[src/rtl/fpi_pkg.sv]
`default_nettype none
package fpi_pkg;
	localparam int ADDR_W = 4;
	localparam logic [ADDR_W-1:0] MODE_IDX = 4'h1;
	localparam logic [ADDR_W-1:0] FLAG_IDX = 4'h2;
	localparam logic [ADDR_W-1:0] IEN_IDX = 4'h3;
	localparam logic [ADDR_W-1:0] STATE_IDX = 4'h4;
	localparam int MODE_STBY_POS = 5;
	localparam int FLG_MAIN_POS = 0;
	localparam int FLG_SECOND_POS = 1;
	localparam int FLG_OV_POS = 2;
	localparam int FLG_HOT_POS = 3;
	localparam int FLG_SHORT_POS = 4;
	localparam logic [4:0] FLAGS_RST = 5'h00;
	localparam logic [4:0] IEN_RST = 5'h00;
	localparam int CLK_HZ = 25000000;
	localparam int BLANK_US = 4000;
	localparam int BLANK_CYC = (BLANK_US * (CLK_HZ / 1000000));
	typedef enum {FPI_STANDBY, FPI_SOFTSTART, FPI_RUN, FPI_OVGUARD, FPI_SHORT, FPI_HOT} fpi_state_e;
	typedef struct packed {
		logic short_low;
		logic ov_trip;
		logic ov_release;
		logic reg_clamp;
		logic hot_trip;
		logic office1;
		logic dark1;
		logic office2;
		logic dark2;
	} fpi_sense_s;
	typedef struct packed {
		logic pump_on;
		logic sinks_on;
		logic low_power;
		logic rout_boost;
		logic blank_active;
	} fpi_ctrl_s;
endpackage
`default_nettype wire

[src/rtl/fpi_fault_irq.sv]
`timescale 1ns/100ps
`default_nettype none
module fpi_fault_irq #(
	parameter int BLANK_CYCLES = fpi_pkg::BLANK_CYC
) (
	input wire logic clk,
	input wire logic srst,
	input wire logic [fpi_pkg::ADDR_W-1:0] avs_address,
	input wire logic avs_read,
	input wire logic avs_write,
	input wire logic [31:0] avs_writedata,
	output logic [31:0] avs_readdata,
	output logic avs_waitrequest,
	input wire fpi_pkg::fpi_sense_s sense_in,
	output fpi_pkg::fpi_ctrl_s ctrl_out,
	output logic irq_pin_n
);
	import fpi_pkg::*;

	////////////////////////////////////////////////////////////////////////
	// Analog comparator outputs are asynchronous: three stages, change when last two agree.
	fpi_sense_s s1_r, s2_r, s3_r, sense_r;
	always_ff @(posedge clk)
	begin
		if (srst)
		begin
			s1_r <= '0;
			s2_r <= '0;
			s3_r <= '0;
			sense_r <= '0;
		end
		else
		begin
			s1_r <= sense_in;
			s2_r <= s1_r;
			s3_r <= s2_r;
			sense_r <= (s2_r & s3_r) | (sense_r & (s2_r | s3_r));
		end
	end

	////////////////////////////////////////////////////////////////////////
	// Register access: one-cycle waitrequest for reads and writes alike.
	logic acc_done_r;
	logic req;
	logic wr_hit;
	assign req = avs_read | avs_write;
	assign avs_waitrequest = req & ~acc_done_r;
	assign wr_hit = avs_write & acc_done_r;
	always_ff @(posedge clk)
	begin
		if (srst)
			acc_done_r <= 1'b0;
		else
			acc_done_r <= req & ~acc_done_r;
	end

	logic stby_exit_r;
	logic [4:0] ien_r;
	logic restart_pulse;
	assign restart_pulse = wr_hit && avs_address == MODE_IDX && avs_writedata[MODE_STBY_POS];
	always_ff @(posedge clk)
	begin
		if (srst)
			ien_r <= IEN_RST;
		else if (wr_hit && avs_address == IEN_IDX)
			ien_r <= avs_writedata[4:0];
	end

	////////////////////////////////////////////////////////////////////////
	// Fault sequencer.
	fpi_state_e state_r;
	logic [$clog2(BLANK_CYCLES+1)-1:0] blank_cnt_r;
	logic blank_done;
	assign blank_done = blank_cnt_r == '0;
	always_ff @(posedge clk)
	begin
		if (srst)
			state_r <= FPI_STANDBY;
		else if (sense_r.hot_trip && state_r != FPI_HOT)
			state_r <= FPI_HOT;
		else
		begin
			case (state_r)
				FPI_STANDBY, FPI_SHORT, FPI_HOT:
					if (restart_pulse && !sense_r.hot_trip)
						state_r <= FPI_SOFTSTART;
				FPI_SOFTSTART:
					if (blank_done)
						state_r <= FPI_RUN;
				FPI_RUN:
					if (sense_r.short_low)
						state_r <= FPI_SHORT;
					else if (sense_r.ov_trip)
						state_r <= FPI_OVGUARD;
				FPI_OVGUARD:
					if (sense_r.ov_release)
						state_r <= FPI_RUN;
				default:
					state_r <= FPI_STANDBY;
			endcase
		end
	end

	always_ff @(posedge clk)
	begin
		if (srst)
			blank_cnt_r <= '0;
		else if (restart_pulse)
			blank_cnt_r <= ($clog2(BLANK_CYCLES+1))'(BLANK_CYCLES);
		else if (!blank_done)
			blank_cnt_r <= blank_cnt_r - 1'b1;
	end

	// Clamp regulation is analog; logic only raises the output resistance while clamped in RUN.
	always_ff @(posedge clk)
	begin
		if (srst)
			ctrl_out <= '0;
		else
		begin
			ctrl_out.pump_on <= state_r == FPI_SOFTSTART || state_r == FPI_RUN;
			ctrl_out.sinks_on <= state_r == FPI_RUN || state_r == FPI_OVGUARD;
			ctrl_out.low_power <= state_r == FPI_SHORT || state_r == FPI_HOT || state_r == FPI_STANDBY;
			ctrl_out.rout_boost <= state_r == FPI_RUN && sense_r.reg_clamp;
			ctrl_out.blank_active <= !blank_done;
		end
	end

	////////////////////////////////////////////////////////////////////////
	// Sticky flags; a set in the same cycle as a clear wins.
	fpi_sense_s prev_r;
	logic [4:0] flags_r;
	logic [4:0] set_ev;
	logic [4:0] clr;
	always_ff @(posedge clk)
	begin
		if (srst)
			prev_r <= '0;
		else
			prev_r <= sense_r;
	end
	always_comb
	begin
		set_ev = '0;
		set_ev[FLG_MAIN_POS] = (sense_r.office1 ^ prev_r.office1) | (sense_r.dark1 ^ prev_r.dark1);
		set_ev[FLG_SECOND_POS] = (sense_r.office2 ^ prev_r.office2) | (sense_r.dark2 ^ prev_r.dark2);
		set_ev[FLG_OV_POS] = state_r == FPI_RUN && !sense_r.short_low && sense_r.ov_trip && !sense_r.hot_trip;
		set_ev[FLG_HOT_POS] = sense_r.hot_trip;
		set_ev[FLG_SHORT_POS] = state_r == FPI_RUN && sense_r.short_low && !sense_r.hot_trip;
		clr = (wr_hit && avs_address == FLAG_IDX) ? avs_writedata[4:0] : 5'h00;
	end
	always_ff @(posedge clk)
	begin
		if (srst)
			flags_r <= FLAGS_RST;
		else
			flags_r <= (flags_r & ~clr) | set_ev;
	end
	assign irq_pin_n = ~|(flags_r & ien_r);

	////////////////////////////////////////////////////////////////////////
	logic [2:0] state_code;
	always_comb
	begin
		case (state_r)
			FPI_STANDBY: state_code = 3'h0;
			FPI_SOFTSTART: state_code = 3'h1;
			FPI_RUN: state_code = 3'h2;
			FPI_OVGUARD: state_code = 3'h3;
			FPI_SHORT: state_code = 3'h4;
			FPI_HOT: state_code = 3'h5;
			default: state_code = 3'h7;
		endcase
	end
	always_ff @(posedge clk)
	begin
		if (srst)
			avs_readdata <= 32'h00000000;
		else if (avs_read && !acc_done_r)
		begin
			case (avs_address)
				MODE_IDX: avs_readdata <= {26'h0, stby_exit_r, 5'h00};
				FLAG_IDX: avs_readdata <= {27'h0, flags_r};
				IEN_IDX: avs_readdata <= {27'h0, ien_r};
				STATE_IDX: avs_readdata <= {29'h0, state_code};
				default: avs_readdata <= 32'h00000000;
			endcase
		end
	end
	// Standby-exit bit reads back high while the part is in SOFTSTART, RUN or OVGUARD; low in standby, short and overtemperature.
	always_ff @(posedge clk)
	begin
		if (srst)
			stby_exit_r <= 1'b0;
		else
			stby_exit_r <= !(state_r == FPI_STANDBY || state_r == FPI_SHORT || state_r == FPI_HOT);
	end
endmodule // fpi_fault_irq
`default_nettype wire

[config.mk]
export PLATFORM = sky130hd
export DESIGN_NAME = fpi_fault_irq
export DESIGN_NICKNAME = d
export VERILOG_FILES = /design/src/rtl/fpi_pkg.sv /design/src/rtl/fpi_fault_irq.sv
export SDC_FILE = /design/constraint.sdc
export NUM_CORES = 1
export LEC_CHECK = 0
export BUFFER_PORTS_ARGS = -buffer_cell sky130_fd_sc_hd__buf_4
export CORE_MARGIN = 2
export CORE_UTILIZATION = 36
export CTS_CLUSTER_DIAMETER = 120
export CTS_CLUSTER_SIZE = 14
export DETAILED_ROUTE_END_ITERATION = 8
export GPL_ROUTABILITY_DRIVEN = 0
export SYNTH_ARGS = -nofsm -noshare
export SYNTH_HDL_FRONTEND = slang
export SYNTH_SLANG_ARGS = --single-unit
[constraint.sdc]
create_clock -name clk -period 1.7 [get_ports clk]
set_input_delay 0.255 -clock clk [delete_from_list [all_inputs] [get_ports clk]]
set_output_delay 0.255 -clock clk [all_outputs]
set_load 0.03 [all_outputs]
==> summary.txt <==
Finish
  • Commonest non-fill, non-tap cell in the layout: dfxtp_1
  • Fillers: 876
  • Register area: 0.00168 mm2
  • Synth-to-Final Area Change: 29.6%
  • Antenna cells: 0
  • Share of layout cells above drive strength 1: 31.3%
  • Multi-input logic area: 0.00173 mm2
  • Final-stage net count: 499
  • Most frequent cells in the layout: dfxtp_1 (73), buf_4 (71), nor2b_1 (34)

STA
  • Setup violators final: 3
  • Final hold vios: 0
  • Max Transition Viols Final: 0
  • Setup ws final: -149 ps
  • Worst clock skew: 23.5 ps
  • Period Utilization, post-route: 109%
  • RSZ-0062 raised after global routing: yes
  • Worst hold slack: 89.1 ps
  • Final min period: 1850 ps
  • Fmax: 541 MHz

Clock tree
  • CTS clk-pin slew, worst paths: 100 ps
  • Clock Sinks: 83
  • Clk Latency, worst-skew pair: 370 ps
  • Maximum root-to-sink buffer count: 2
  • CTS root buf: clkbuf_8
  • H-Tree Depth: 3
  • CTS tree: built
  • CTS Buf Count: 9

Die
  • Floorplan row count: 35
  • Full die area: 0.0104 mm2
  • Core ar.: 0.00928 mm2
  • Die span in x: 102 um
  • Die Height: 102 um
  • Io pins: 88
  • Initial Util: 37.1%

Setup path
  • Crit. End Element: register
  • CP Launch Type: register
  • Crit path max fanout: 3
  • Worst EP arrival: 2160 ps
  • Crit Path Class: register to register
  • WP data required: 2010 ps

Power
  • Pwr Density: 1660 mW/mm2
  • Worst vdd ir: 0.000563 V
  • Sequential power share: 33.1%
  • Comb pwr share: 47.9%
  • Net Switching: 2.71 mW
  • Clock network fraction of total power: 19.0%
  • Internal Power: 4.69 mW
  • LEAKAGE: 1.80 nW
  • Sw frac: 36.6%

Drt
  • Average via count per standard cell: 4.74
  • DRT Pass-1 Iters: 4
  • DRT antenna net count: 0
  • DRT iter0 DRCs: 84
  • Via count: 2766
  • WL per Instance: 12.7 um
  • Drc violations: 0
  • Total wire length: 7.38 mm

Global route
  • Vias in the first global route: 2559
  • Initial antenna violation count: 0
  • Largest net degree at the start of global routing: 46
  • First-pass GRT wire length: 11.8 mm
  • GRT Residual Overflow: 0
  • Overall global routing resource usage: 14.5%

Yosys
  • Post-synth ARST share: 0%
  • Syn Inst Count: 371
  • EDFF count, synth: 0
  • Post-synthesis sequential area ratio: 48.2%
  • Synth Flop Type: dfxtp_1
  • Yosys warnings: 0
  • Avg Inst Size Synth: 9.29 um2
  • Cell Area, Synth: 0.00345 mm2
  • Synth unique cells: 55
  • Yosys reg bits: 83

Worst hold path
  • Worst min path class: input port to register

Status
  • Status: finished, violations left
  • Failing checks: setup timing

Place
  • Port-buffer cells: 35
  • Place WS: -102 ps
  • Hpwl dp: 4.99 mm

Flow run
  • Max-Cap Viols: 0
[cell type report]
cell class                 count  share of cell area (%)
clock buffer                   9                    2.77
clock inverter                 7                    1.65
inverter                      11                   0.924
multi-input combinational    261                    38.7
sequential                    83                    37.5
tap                          129                    3.61
timing repair buffer          83                    14.8
[power groups by stage]
| stage | logic, mW | registers [mW] | clock network, mW |
|---|---|---|---|
| floorplan | 1.51 | 2.48 | 0 |
| global placement | 2.48 | 2.44 | 0 |
| detailed placement | 2.53 | 2.46 | 0 |
| CTS | 2.96 | 2.43 | 1.45 |
| global route | 3.81 | 2.49 | 1.56 |
| finish | 3.55 | 2.45 | 1.40 |
[layer usage]
metal  GRT usage [%]  part of all wire [%]  wire length (um)
met4            5.23                   1.5               110
met5               0                     0                 0
met1            18.7                    47              3500
met3            4.04                   5.0               367
met2            23.3                    46              3400
[synthesized netlist by cell type (2+ instances only)]
library cell	count	area [um2]
nor2b_1	34	213
nand4_1	6	37.5
mux2_2	2	22.5
a211oi_1	2	15.0
inv_1	11	41.3
o31ai_1	7	52.6
a21oi_1	28	140
buf_1	2	7.51
buf_4	26	195
and2_1	6	37.5
a221oi_1	2	17.5
or4_1	5	37.5
nand2b_1	6	37.5
xnor2_1	6	52.6
nor3_1	7	35.0
nand2_1	20	75.1
nand3_1	3	15.0
nand3b_1	2	15.0
nor4b_1	5	43.8
dfxtp_1	83	1660
and3_1	3	18.8
a31oi_1	5	31.3
or3b_2	2	17.5
nor2_1	23	86.3
a22oi_1	4	30.0
nor4_4	2	42.5
or3_1	3	18.8
o21ai_0	19	95.1
clkbuf_1	12	45.0
nor3b_1	3	22.5
a22o_1	3	26.3
mux2i_1	6	60.1
[worst max-delay path, stage by stage (launching register included)]
cell	delay [ps]
dfxtp_2	360
or4_4	550
or3_4	340
or4_4	430
a21oi_2	120
[kinds of logic after synthesis]
logic type | count (synthesis) | share of synthesized area, %
and+or+nand+nor | 139 | 24.4
DFF | 83 | 48.2
AOI/OAI and AO/OA | 81 | 14.5
buffers and inverters | 52 | 8.53
muxes | 8 | 2.39
xor gates and xnor gates | 6 | 1.52
adders and majority gates | 1 | 0.363
other | 1 | 0.109
[through the flow]
stage	std cells	instance area (um2)	util [%]	TNS, ps	total power [mW]
after CTS	577	4310	46.4	-468	6.84
after detailed placement	552	3970	42.7	-372	4.99
after global routing	583	4470	48.1	-737	7.85
after floorplan	396	3550	-	-36.8	3.99
after global placement	552	3970	42.7	-157	4.92
final	583	4470	48.1	-238	7.40
[flip-flops by register name, indices dropped and copies added (netlist names), 4 cells and up]
| signal | flops |
|---|---|
| ien_r | 5 |
| s3_r | 9 |
| blank_cnt_r | 17 |
| avs_readdata | 6 |
| sense_r | 9 |
| prev_r | 4 |
| s1_r | 9 |
| flags_r | 5 |
| ctrl_out | 5 |
| s2_r | 9 |
[what timing repair did]
action	4_1_cts	5_1_grt
buffers inserted	11	6
setup endpoints to repair	10	19
hold buffers	0	0
gates cloned	0	1
hold endpoints to repair	0	0
resized for setup	19	29
pin swaps	12	14
[path summary, 6_finish.rpt]
check	from	end	slack (ps)	cells after the start
min reg2reg	s1_r[2]	s2_r[2]	440	1
max reg2reg	blank_cnt_r[7]	blank_cnt_r[12]	-150	4
max	blank_cnt_r[7]	blank_cnt_r[12]	-150	4
min	sense_in[0]	s1_r[0]	90	2
No activity file was read; power rests on OpenSTA's default activity.
